===== config.mk =====
export PLATFORM = sky130hd
export DESIGN_NAME = msq_sequencer
export DESIGN_NICKNAME = d
export VERILOG_FILES = /design/src/include/msq_pkg.sv /design/src/include/msq_link_if.sv /design/src/rtl/msq_sequencer.sv /design/src/rtl/msq_shadow.sv /design/src/rtl/msq_store.sv
export SDC_FILE = /design/constraint.sdc
export NUM_CORES = 2
export LEC_CHECK = 0
export ABC_AREA = 1
export BUFFER_PORTS_ARGS = -buffer_cell sky130_fd_sc_hd__clkbuf_2
export CAP_MARGIN = 5
export CORE_MARGIN = 3
export CORE_UTILIZATION = 40
export DETAILED_ROUTE_END_ITERATION = 8
export HOLD_SLACK_MARGIN = 0.05
export PLACE_DENSITY = 0.65
export SLEW_MARGIN = 40
export SYNTH_ARGS = -nofsm -noshare
export SYNTH_HDL_FRONTEND = slang
export SYNTH_HIERARCHICAL = 1
export SYNTH_SLANG_ARGS = --single-unit

===== constraint.sdc =====
create_clock -name sys_clk -period 4.9 [get_ports sys_clk]
set_input_delay 0.98 -clock sys_clk [delete_from_list [all_inputs] [get_ports sys_clk]]
set_output_delay 0.98 -clock sys_clk [all_outputs]
set_load 0.01 [all_outputs]

===== src/include/msq_pkg.sv =====
// Purpose: shared constants and types of the microprogram sequencer
// Assumes: 32-bit words, 6-bit addresses
// Notes: opcode encodings are local choices
package msq_pkg;

   // ---------------------------------------------------------------
   // sizes
   // ---------------------------------------------------------------
   localparam int ADDR_W = 6;
   localparam int WORD_W = 32;
   localparam int DEPTH = 64;
   localparam int USER_W = 16;
   localparam int HALF_W = 8;
   localparam int FIELD_W = 6;

   // ---------------------------------------------------------------
   // reset values
   // ---------------------------------------------------------------
   localparam logic [5:0] RESET_ADDR = 6'h3F;
   localparam logic [31:0] WORD_RST = 32'h0000_0000;
   localparam logic [5:0] FIELD_RST = 6'h00;

   // ---------------------------------------------------------------
   // field positions
   // ---------------------------------------------------------------
   localparam int DATA_LSB = 16;
   localparam int TEST_LSB = 22;
   localparam int TEST_W = 3;
   localparam int POL_BIT = 25;
   localparam int OP_LSB = 26;
   localparam int OP_W = 5;
   localparam int CONST_LSB = 22;
   localparam int CMP_OP_LSB = 28;
   localparam int OE_BIT = 31;
   localparam logic [2:0] CMP_CODE = 3'h7;

   // ---------------------------------------------------------------
   // pin synchroniser layout
   // ---------------------------------------------------------------
   localparam int SYNC_W = 10;
   localparam int SY_COND = 6;
   localparam int SY_MODE = 7;
   localparam int SY_SCLK = 8;
   localparam int SY_SDI = 9;
   localparam int COND_EQ = 7;

   // ---------------------------------------------------------------
   // types
   // ---------------------------------------------------------------
   typedef enum logic [1:0] {
      NSEL_HOLD = 2'b00,
      NSEL_INC = 2'b01,
      NSEL_RET = 2'b10,
      NSEL_BR = 2'b11
   } msq_nsel_t;

   typedef enum logic [4:0] {
      OP_NEXT = 5'b00000,
      OP_WAIT_TRUE = 5'b00001,
      OP_JUMP_DATA = 5'b00010,
      OP_JUMP_DATA_ZERO = 5'b00011,
      OP_JUMP_MASK = 5'b00100,
      OP_FORK_2WAY = 5'b00101,
      OP_CALL_DATA = 5'b00110,
      OP_CALL_DATA_NEST = 5'b00111,
      OP_CALL_MASK = 5'b01000,
      OP_CALL_MASK_NEST = 5'b01001,
      OP_PUSH_NEXT = 5'b01010,
      OP_PUSH_NEXT_NEST = 5'b01011,
      OP_PUSH_DATA = 5'b01100,
      OP_PUSH_MASK = 5'b01101,
      OP_RETURN = 5'b01110,
      OP_RETURN_POP = 5'b01111,
      OP_RETURN_ELSE_DATA = 5'b10000,
      OP_RETURN_POP_ELSE = 5'b10001,
      OP_LOOP_DATA = 5'b10010,
      OP_LOOP_DATA_RELOAD = 5'b10011,
      OP_LOAD_DATA = 5'b10100,
      OP_LOAD_DATA_OUTER = 5'b10101,
      OP_LOAD_MASK = 5'b10110,
      OP_LOAD_MASK_OUTER = 5'b10111,
      OP_DEC_NEXT = 5'b11000,
      OP_DEC_JUMP = 5'b11001,
      OP_DEC_JUMP_MASK = 5'b11010,
      OP_DEC_OUTER = 5'b11011
   } msq_op_t;

endpackage : msq_pkg


===== src/include/msq_link_if.sv =====
// Purpose: words passed between sequencer core, store and scan chain
// Assumes: one clock domain
// Notes: no clocking block
`timescale 1ns/100ps
`default_nettype none
interface msq_link_if;
   logic [msq_pkg::ADDR_W-1:0] fetch_addr;
   logic [msq_pkg::WORD_W-1:0] fetch_word;
   logic [msq_pkg::WORD_W-1:0] pipe_word;
   logic [msq_pkg::WORD_W-1:0] shadow_word;

   modport core (output fetch_addr, output pipe_word, input fetch_word, input shadow_word);
   modport store (input fetch_addr, output fetch_word);
   modport scan (input pipe_word, output shadow_word);
endinterface : msq_link_if
`default_nettype wire


===== src/rtl/msq_sequencer.sv =====
// Purpose: microprogram sequencer top with store, pipeline and scan
// Assumes: pins are asynchronous to sys_clk, 20 MHz clock
// Notes: program store loaded over the prog_* port
//
// Contract
// - program lives in 64 words of 32 bits, fetched into pipeline
// - upper pipeline half drives sequencing, lower half drives user outputs
// - next address picks current, incremented, return register or branch
// - with nothing taken the next address is program counter plus one
// - hold and wait instructions repeat the current address
// - 6-bit return register with five sources keeps return address
// - 6-bit loop counter with four sources, loaded and decremented
// - return register and counter form two-deep stack or nested counters
// - active-low zero output while loop counter is zero
// - reset forces program address 63
// - test field picks six tests, extra condition or equal flag
// - polarity 0 acts on true, polarity 1 acts on false
// - data field gives branch address, mask or count
// - test inputs masked by data bits give multi-way target
// - general opcode in bits 26 to 30
// - fifteen upper bits decoded, bit 31 only drives outputs
// - bit 31 low floats upper user byte, lower byte stays driven
// - compare format: mask 16-21, constant 22-27, opcode 28-30
// - branch, call, push, return, loop, load, decrement, compare groups
// - one instruction per clock while next one is fetched
// - shadow register shifts in, loads pipeline, captures results
// - loop: nonzero counter decrements and branches, zero falls through
// - compare sets equal flag from masked tests against constant
// - shadow shifts on scan clock while mode is low
// - pipeline loads from shadow on clock while mode is high
`timescale 1ns/100ps
`default_nettype none
module msq_sequencer #(
   parameter int DEPTH = msq_pkg::DEPTH
) (
   input wire logic sys_clk,
   input wire logic rst_b,
   input wire logic [msq_pkg::FIELD_W-1:0] test_in,
   input wire logic extra_condition_in,
   input wire logic diag_enable,
   input wire logic diag_mode_in,
   input wire logic scan_clock,
   input wire logic scan_serial_in,
   input wire logic prog_we,
   input wire logic [msq_pkg::ADDR_W-1:0] prog_addr,
   input wire logic [msq_pkg::WORD_W-1:0] prog_data,
   output logic [msq_pkg::USER_W-1:0] user_out,
   output logic [msq_pkg::USER_W-1:0] user_out_oe,
   output logic zero_b,
   output logic equal_flag,
   output logic [msq_pkg::ADDR_W-1:0] program_counter,
   output logic scan_serial_out
);

   // ---------------------------------------------------------------
   // pin synchronisers
   // ---------------------------------------------------------------
   logic [msq_pkg::SYNC_W-1:0] pin_meta_r;
   logic [msq_pkg::SYNC_W-1:0] pin_sync_r;
   logic sclk_prev_r;
   logic [msq_pkg::SYNC_W-1:0] pin_raw;

   assign pin_raw = {scan_serial_in, scan_clock, diag_mode_in, extra_condition_in, test_in};

   always_ff @(posedge sys_clk or negedge rst_b) begin
      if (!rst_b) begin
         pin_meta_r <= '0;
         pin_sync_r <= '0;
         sclk_prev_r <= 1'b0;
      end else begin
         pin_meta_r <= pin_raw;
         pin_sync_r <= pin_meta_r;
         sclk_prev_r <= pin_sync_r[msq_pkg::SY_SCLK];
      end
   end

   logic [msq_pkg::FIELD_W-1:0] test_s;
   logic mode_s;
   logic sclk_rise;
   logic scan_shift;
   logic scan_capture;
   logic diag_load;

   assign test_s = pin_sync_r[msq_pkg::FIELD_W-1:0];
   assign mode_s = pin_sync_r[msq_pkg::SY_MODE];
   assign sclk_rise = pin_sync_r[msq_pkg::SY_SCLK] & ~sclk_prev_r;
   assign scan_shift = diag_enable & sclk_rise & ~mode_s;
   assign scan_capture = diag_enable & sclk_rise & mode_s & ~pin_sync_r[msq_pkg::SY_SDI];
   assign diag_load = diag_enable & mode_s;

   // ---------------------------------------------------------------
   // sub-blocks
   // ---------------------------------------------------------------
   msq_link_if link ();

   msq_store #(
      .DEPTH(DEPTH)
   ) u_store (
      .sys_clk(sys_clk),
      .prog_we(prog_we),
      .prog_addr(prog_addr),
      .prog_data(prog_data),
      .link(link.store)
   );

   msq_shadow u_shadow (
      .sys_clk(sys_clk),
      .rst_b(rst_b),
      .scan_shift(scan_shift),
      .scan_capture(scan_capture),
      .scan_bit(pin_sync_r[msq_pkg::SY_SDI]),
      .scan_serial_out(scan_serial_out),
      .link(link.scan)
   );

   // ---------------------------------------------------------------
   // sequencer state
   // ---------------------------------------------------------------
   logic [msq_pkg::WORD_W-1:0] pipe_r;
   logic [msq_pkg::WORD_W-1:0] pipe_nxt;
   logic [msq_pkg::ADDR_W-1:0] pc_r;
   logic [msq_pkg::ADDR_W-1:0] pc_nxt;
   logic [msq_pkg::ADDR_W-1:0] ret_r;
   logic [msq_pkg::ADDR_W-1:0] ret_nxt;
   logic [msq_pkg::ADDR_W-1:0] cnt_r;
   logic [msq_pkg::ADDR_W-1:0] cnt_nxt;
   logic eq_r;
   logic eq_nxt;
   logic boot_r;

   // ---------------------------------------------------------------
   // field decode
   // ---------------------------------------------------------------
   logic [msq_pkg::FIELD_W-1:0] data_f;
   logic [msq_pkg::FIELD_W-1:0] const_f;
   logic [msq_pkg::TEST_W-1:0] test_f;
   logic pol_f;
   logic is_cmp;
   msq_pkg::msq_op_t op_f;
   logic [msq_pkg::FIELD_W-1:0] masked_t;
   logic [msq_pkg::ADDR_W-1:0] pc_inc;
   logic [msq_pkg::ADDR_W-1:0] cnt_dec;
   logic [msq_pkg::ADDR_W-1:0] ret_dec;
   logic [7:0] cond_vec;
   logic pass;
   logic cnt_zero;

   assign data_f = pipe_r[msq_pkg::DATA_LSB +: msq_pkg::FIELD_W];
   assign const_f = pipe_r[msq_pkg::CONST_LSB +: msq_pkg::FIELD_W];
   assign test_f = pipe_r[msq_pkg::TEST_LSB +: msq_pkg::TEST_W];
   assign pol_f = pipe_r[msq_pkg::POL_BIT];
   assign is_cmp = pipe_r[msq_pkg::CMP_OP_LSB +: 3] == msq_pkg::CMP_CODE;
   assign op_f = msq_pkg::msq_op_t'(pipe_r[msq_pkg::OP_LSB +: msq_pkg::OP_W]);
   assign masked_t = test_s & data_f;
   assign pc_inc = pc_r + 6'h01;
   assign cnt_dec = cnt_r - 6'h01;
   assign ret_dec = ret_r - 6'h01;
   assign cnt_zero = cnt_r == msq_pkg::FIELD_RST;
   assign cond_vec = {eq_r, pin_sync_r[msq_pkg::SY_COND], test_s};
   assign pass = cond_vec[test_f] ^ pol_f;

   // ---------------------------------------------------------------
   // next-address, return and counter logic
   // ---------------------------------------------------------------
   msq_pkg::msq_nsel_t nsel;
   logic [msq_pkg::ADDR_W-1:0] br_tgt;
   logic [msq_pkg::ADDR_W-1:0] next_addr;

   always_comb begin
      nsel = msq_pkg::NSEL_INC;
      br_tgt = data_f;
      ret_nxt = ret_r;
      cnt_nxt = cnt_r;
      eq_nxt = eq_r;
      if (boot_r) begin
         nsel = msq_pkg::NSEL_HOLD;
      end else if (is_cmp) begin
         eq_nxt = masked_t == const_f;
      end else begin
         case (op_f)
            msq_pkg::OP_NEXT: begin
               nsel = msq_pkg::NSEL_INC;
            end
            msq_pkg::OP_WAIT_TRUE: begin
               if (!pass) nsel = msq_pkg::NSEL_HOLD;
            end
            msq_pkg::OP_JUMP_DATA: begin
               if (pass) nsel = msq_pkg::NSEL_BR;
            end
            msq_pkg::OP_JUMP_DATA_ZERO: begin
               if (pass || cnt_zero) nsel = msq_pkg::NSEL_BR;
            end
            msq_pkg::OP_JUMP_MASK: begin
               br_tgt = masked_t;
               if (pass) nsel = msq_pkg::NSEL_BR;
            end
            msq_pkg::OP_FORK_2WAY: begin
               nsel = msq_pkg::NSEL_BR;
               br_tgt = pass ? data_f : masked_t;
            end
            msq_pkg::OP_CALL_DATA, msq_pkg::OP_CALL_DATA_NEST,
            msq_pkg::OP_CALL_MASK, msq_pkg::OP_CALL_MASK_NEST: begin
               if (op_f == msq_pkg::OP_CALL_MASK || op_f == msq_pkg::OP_CALL_MASK_NEST) begin
                  br_tgt = masked_t;
               end
               if (pass) begin
                  nsel = msq_pkg::NSEL_BR;
                  ret_nxt = pc_inc;
                  if (op_f == msq_pkg::OP_CALL_DATA_NEST
                        || op_f == msq_pkg::OP_CALL_MASK_NEST) begin
                     cnt_nxt = ret_r;
                  end
               end
            end
            msq_pkg::OP_PUSH_NEXT: begin
               if (pass) ret_nxt = pc_inc;
            end
            msq_pkg::OP_PUSH_NEXT_NEST: begin
               if (pass) begin
                  ret_nxt = pc_inc;
                  cnt_nxt = ret_r;
               end
            end
            msq_pkg::OP_PUSH_DATA: begin
               if (pass) ret_nxt = data_f;
            end
            msq_pkg::OP_PUSH_MASK: begin
               if (pass) ret_nxt = masked_t;
            end
            msq_pkg::OP_RETURN: begin
               if (pass) nsel = msq_pkg::NSEL_RET;
            end
            msq_pkg::OP_RETURN_POP: begin
               if (pass) begin
                  nsel = msq_pkg::NSEL_RET;
                  ret_nxt = cnt_r;
               end
            end
            msq_pkg::OP_RETURN_ELSE_DATA: begin
               nsel = pass ? msq_pkg::NSEL_RET : msq_pkg::NSEL_BR;
            end
            msq_pkg::OP_RETURN_POP_ELSE: begin
               nsel = pass ? msq_pkg::NSEL_RET : msq_pkg::NSEL_BR;
               if (pass) ret_nxt = cnt_r;
            end
            msq_pkg::OP_LOOP_DATA, msq_pkg::OP_LOOP_DATA_RELOAD: begin
               if (!cnt_zero) begin
                  cnt_nxt = cnt_dec;
                  nsel = msq_pkg::NSEL_BR;
               end else if (op_f == msq_pkg::OP_LOOP_DATA_RELOAD) begin
                  cnt_nxt = data_f;
               end
            end
            msq_pkg::OP_LOAD_DATA: begin
               if (pass) cnt_nxt = data_f;
            end
            msq_pkg::OP_LOAD_DATA_OUTER: begin
               if (pass) ret_nxt = data_f;
            end
            msq_pkg::OP_LOAD_MASK: begin
               if (pass) cnt_nxt = masked_t;
            end
            msq_pkg::OP_LOAD_MASK_OUTER: begin
               if (pass) ret_nxt = masked_t;
            end
            msq_pkg::OP_DEC_NEXT: begin
               if (pass) cnt_nxt = cnt_dec;
            end
            msq_pkg::OP_DEC_JUMP: begin
               if (pass) begin
                  cnt_nxt = cnt_dec;
                  nsel = msq_pkg::NSEL_BR;
               end
            end
            msq_pkg::OP_DEC_JUMP_MASK: begin
               br_tgt = masked_t;
               if (pass) begin
                  cnt_nxt = cnt_dec;
                  nsel = msq_pkg::NSEL_BR;
               end
            end
            msq_pkg::OP_DEC_OUTER: begin
               if (pass) ret_nxt = ret_dec;
            end
            default: begin
               nsel = msq_pkg::NSEL_INC;
            end
         endcase
      end
      case (nsel)
         msq_pkg::NSEL_HOLD: next_addr = pc_r;
         msq_pkg::NSEL_INC: next_addr = pc_inc;
         msq_pkg::NSEL_RET: next_addr = ret_r;
         msq_pkg::NSEL_BR: next_addr = br_tgt;
         default: next_addr = pc_inc;
      endcase
   end

   // ---------------------------------------------------------------
   // fetch and pipeline
   // ---------------------------------------------------------------
   assign link.fetch_addr = next_addr;
   assign link.pipe_word = pipe_r;

   always_comb begin
      pc_nxt = next_addr;
      pipe_nxt = diag_load ? link.shadow_word : link.fetch_word;
   end

   always_ff @(posedge sys_clk or negedge rst_b) begin
      if (!rst_b) begin
         pc_r <= msq_pkg::RESET_ADDR;
         boot_r <= 1'b1;
         pipe_r <= msq_pkg::WORD_RST;
         ret_r <= msq_pkg::FIELD_RST;
         cnt_r <= msq_pkg::FIELD_RST;
         eq_r <= 1'b0;
      end else begin
         pc_r <= pc_nxt;
         boot_r <= 1'b0;
         pipe_r <= pipe_nxt;
         ret_r <= ret_nxt;
         cnt_r <= cnt_nxt;
         eq_r <= eq_nxt;
      end
   end

   // ---------------------------------------------------------------
   // outputs
   // ---------------------------------------------------------------
   assign user_out = pipe_r[msq_pkg::USER_W-1:0];
   assign user_out_oe = {{msq_pkg::HALF_W{pipe_r[msq_pkg::OE_BIT]}},
      {msq_pkg::HALF_W{1'b1}}};
   assign zero_b = ~cnt_zero;
   assign equal_flag = eq_r;
   assign program_counter = pc_r;

endmodule : msq_sequencer
`default_nettype wire


===== src/rtl/msq_shadow.sv =====
// Purpose: 32-bit shadow scan register
// Assumes: shift and capture are one-cycle pulses on sys_clk
// Notes: shifts toward the msb, msb is the serial output
`timescale 1ns/100ps
`default_nettype none
module msq_shadow (
   input wire logic sys_clk,
   input wire logic rst_b,
   input wire logic scan_shift,
   input wire logic scan_capture,
   input wire logic scan_bit,
   output logic scan_serial_out,
   msq_link_if.scan link
);

   // ---------------------------------------------------------------
   // shift and capture
   // ---------------------------------------------------------------
   logic [msq_pkg::WORD_W-1:0] shadow_scan_register_r;
   logic [msq_pkg::WORD_W-1:0] shadow_scan_register_nxt;

   always_comb begin
      shadow_scan_register_nxt = shadow_scan_register_r;
      if (scan_shift) begin
         shadow_scan_register_nxt = {shadow_scan_register_r[msq_pkg::WORD_W-2:0], scan_bit};
      end else if (scan_capture) begin
         shadow_scan_register_nxt = link.pipe_word;
      end
   end

   always_ff @(posedge sys_clk or negedge rst_b) begin
      if (!rst_b) begin
         shadow_scan_register_r <= msq_pkg::WORD_RST;
      end else begin
         shadow_scan_register_r <= shadow_scan_register_nxt;
      end
   end

   assign link.shadow_word = shadow_scan_register_r;
   assign scan_serial_out = shadow_scan_register_r[msq_pkg::WORD_W-1];

endmodule : msq_shadow
`default_nettype wire


===== src/rtl/msq_store.sv =====
// Purpose: 64 x 32 program store
// Assumes: writes from logic on sys_clk
// Notes: read is combinational, the pipeline register follows it
`timescale 1ns/100ps
`default_nettype none
module msq_store #(
   parameter int DEPTH = msq_pkg::DEPTH
) (
   input wire logic sys_clk,
   input wire logic prog_we,
   input wire logic [msq_pkg::ADDR_W-1:0] prog_addr,
   input wire logic [msq_pkg::WORD_W-1:0] prog_data,
   msq_link_if.store link
);

   // ---------------------------------------------------------------
   // storage
   // ---------------------------------------------------------------
   logic [msq_pkg::WORD_W-1:0] mem [DEPTH];

   always_ff @(posedge sys_clk) begin
      if (prog_we) begin
         mem[prog_addr] <= prog_data;
      end
   end

   assign link.fetch_word = mem[link.fetch_addr];

endmodule : msq_store
`default_nettype wire

==> flow_summary_export.csv <==
group,metric,value,unit
yosys,synth_area_leader_cell,"edfxtp_1",
flow_run,maxCapViolations,0,
place,place_congestion,0.885,
pwr,seqPwrFrac,0.299,
yosys,synth-seq-cells,2153,
pwr,p_switching,31100,uW
worst_setup_path,r2r_cells,23,
clock_network,cts_tree,"yes",
die,die_h,476,um
worst_setup_path,startpoint,"link.pipe_word[28]$_DFF_PN0_",
finish,syn_to_final_growth,13.3,%
yosys,synth-async-reset-ratio,0.0488,
detailed_routing,routedWlPerCell,24.5,um
yosys,yosysWarnings,6,
clock_network,cts_resized,0,
global_routing,grt_pass1_vias,57072,
worst_setup_path,cpMostUsedCell,"nand2_1",
worst_setup_path,crit_slowest_cell,"dfrtp_1",
timing,fin_crit,4.63,ns
yosys,synth_common_cells,"nand2_1, edfxtp_1, nand3_1",
timing,setup_ws,0.274,ns
clock_network,ctsHtreeMaxLevel,4,
worst_setup_path,cp_slowest_stage_delay,0.62,ns
timing,hold_viol_final,0,
timing,slew_headroom,0.442,
clock_network,clkTransAtPathRegs,0.07,ns
yosys,synth_most_common_cell,"nand2_1",
place,hpwl,147,mm
detailed_routing,final_antenna_net_count,0,
pwr,internal-power,39800,uW
global_routing,grt_overflow,0,
timing,finalCritPeriodShare,0.944,
timing,rsz0062_at_grt,"no",
worst_setup_path,critPathMaxFanout,52,
global_routing,grt_pass1_wl,382,mm
detailed_routing,drcViolationCount,0,
timing,max_clock_freq,216,MHz
worst_setup_path,end_kind,"register",
die,die_w,476,um
detailed_routing,drt-total-wl,260,mm
global_routing,use_met1,0.309,
clock_network,clock-sinks,2153,
yosys,avgSynthCellArea,11.8,um2
clock_network,cts_buffers,211,
global_routing,grt_max_degree,121,
timing,slew_violations,0,
worst_setup_path,crit_family,"simple AND/OR/NAND/NOR gates",
worst_setup_path,crit_arrival,5.41,ns
detailed_routing,first_pass_iters,6,
clock_network,cts_buffer_depth,3,
pwr,power_frac_comb,0.479,
worst_setup_path,reg2reg_to,"link.pipe_word[19]$_DFF_PN0_",
worst_hold_path,hp-class,"input pin to async pin",
timing,tns,0,ns
global_routing,use_met2,0.362,
detailed_routing,post_drt_via_cell_ratio,5.65,
yosys,ys_seq_area_frac,0.727,
detailed_routing,drt_iter0_markers,7890,
yosys,yosysTopAreaCellShare,0.697,
worst_setup_path,crit_chain,"nand4_2 -> nand2_1 -> nor2_1 -> nand2_1 -> nand2_1 -> nor3_1 -> a21oi_1 -> nand2_1 -> nand4_1 -> buf_12 -> inv_16 -> buf_12 -> buf_4 -> buf_4 -> nand2_1 -> nand3_1 -> nand3_1 -> nand3_1 -> nand3_1 -> nand2_1 -> nand2_1 -> nand2_1 -> mux2_2",
clock_network,cts_root_buffer,"clkbuf_16",
status,status,"complete, no violations",
timing,worstMarginPinSlew,0.835,ns
finish,drive_above_1_share,0.109,
yosys,netlist_area,88200,um2
worst_setup_path,cp-endpoint,"link.pipe_word[19]$_DFF_PN0_",
worst_setup_path,path_buf_inv,5,
die,die_area,226000,um2
yosys,yosysUniqueCellTypes,59,
worst_setup_path,cp_num_cells,23,
global_routing,grt_usage,0.227,
pwr,leakagePower,0.0359,uW
detailed_routing,via_count,59935,
yosys,synthCells,7468,
worst_setup_path,critPathLaunchType,"register",
yosys,synth_top_flop_cell,"edfxtp_1",
pwr,switching_share,0.438,
worst_setup_path,r2r_slack,0.27,ns
global_routing,use_met3,0.0426,
clock_network,insertion_delay,0.86,ns
place,dp_slack,0.228,ns
pwr,vdd_drop_max,0.000623,V
global_routing,antenna_found_initial,13,
clock_network,cts-hold-fix-buffers,0,
worst_setup_path,path_class,"register to register",
clock_network,postCtsSetupBuffers,0,
timing,setup_violations,0,
finish,fin_nets,7625,
die,start_util,0.404,
timing,finalClockSkew,0.0616,ns
yosys,yosys-top-cells-area,"edfxtp_1, nand3_1, nand2_1, dfrtp_1, buf_2",
worst_setup_path,critical_path_required,5.68,ns
finish,fillers,19299,
pwr,clock_power_share,0.222,
yosys,synth_edf_count,2048,
finish,regArea,64100,um2
place,io_buffer_count,84,
die,num_rows,171,
pwr,p_total,70900,uW
global_routing,top_usage_layer,"met2",
die,io_pins,93,
finish,multi_input_area,21600,um2
die,core_area,218000,um2
pwr,power.density,709,nW/um2
worst_setup_path,timing.rr.start,"link.pipe_word[28]$_DFF_PN0_",
## state kept, by name, summed over array words and instances (netlist names)
register / count
pin_meta_r: 10
cnt_r: 6
u_store/mem: 2048
u_shadow/link.shadow_word: 32
pin_sync_r: 10
ret_r: 6
equal_flag: 1
link.pipe_word: 32
program_counter: 6
sclk_prev_r: 1
boot_r: 1
## worst min path at each step
| stage | endpoint | depth (start not counted) | slack [ns] |
|---|---|---|---|
| floorplan | pin_sync_r[0]$_DFF_PN0_ | 0 | 0.33 |
| global placement | pin_sync_r[8]$_DFF_PN0_ | 0 | 0.33 |
| detailed placement | pin_sync_r[4]$_DFF_PN0_ | 0 | 0.33 |
| CTS | u_shadow/link.shadow_word[13]$_DFFE_PN0P_ | 1 | 0.14 |
| global route | u_shadow/link.shadow_word[13]$_DFFE_PN0P_ | 1 | 0.17 |
| finish | u_shadow/link.shadow_word[13]$_DFFE_PN0P_ | 1 | 0.18 |
## final cells by class
cell class | count | share of cell area
Sequential cell | 2153 | 0.642
Multi-Input combinational cell | 4742 | 0.216
Clock buffer | 281 | 0.0571
Tap cell | 2854 | 0.0357
Timing Repair Buffer | 384 | 0.0356
Clock inverter | 109 | 0.00969
Inverter | 78 | 0.00339
Antenna cell | 8 | 0.000200
## placed cells by master, fill, tap and decap left out, drive strengths merged, types with 4 or more instances in the layout
cell type  instances
a21oi             12
a22oi              6
a31oi              4
buf              303
bufinv             9
clkbuf           362
clkinv            83
clkinvlp           5
conb               9
dfrtp             98
dfstp              7
diode              8
edfxtp          2048
inv               90
mux2              32
nand2           2523
nand3           1955
nand4             25
nor2              95
nor3               6
nor4               8
o21ai             26
o22ai              8
xor2               9
## power groups by stage
| stage | clock (uW) | combinational [uW] | sequential (uW) |
|---|---|---|---|
| after global routing | 16600 | 37000 | 21200 |
| after detailed placement | 0 | 33500 | 21600 |
| after global placement | 0 | 33200 | 21600 |
| after floorplan | 0 | 22000 | 21200 |
| final | 15700 | 33900 | 21200 |
| after CTS | 15900 | 33700 | 21200 |
## stage by stage
| step | std cells | area (um2) | utilization | hold WS (ns) |
|---|---|---|---|---|
| after floorplan | 7475 | 88200 | - | 0.331 |
| after global placement | 10210 | 93100 | 0.427 | 0.334 |
| after detailed placement | 10211 | 93200 | 0.427 | 0.335 |
| after CTS | 10601 | 99800 | 0.458 | 0.141 |
| after global routing | 10604 | 99900 | 0.458 | 0.173 |
| final | 10609 | 99900 | 0.458 | 0.176 |
## per-layer routing
layer | vias up | share of wire
li1 | 26587 | -
met1 | 29607 | 0.39
met2 | 3192 | 0.47
met3 | 545 | 0.10
met4 | 4 | 0.037
met5 | - | 0.00010
## kinds of logic (layout without fill, tap and decap cells)
family	after synthesis	count (layout)	synth area share
DFF	2153	2153	0.727
buffers and inverters	580	852	0.0337
adders and majority gates	3	3	0.000426
xor gates and xnor gates	11	11	0.00109
other	2	17	0.0000852
AOI/OAI and AO/OA	68	68	0.00545
muxes	32	32	0.00409
and+or+nand+nor	4619	4619	0.228
Note: power is estimated with default switching activity, not from simulation.
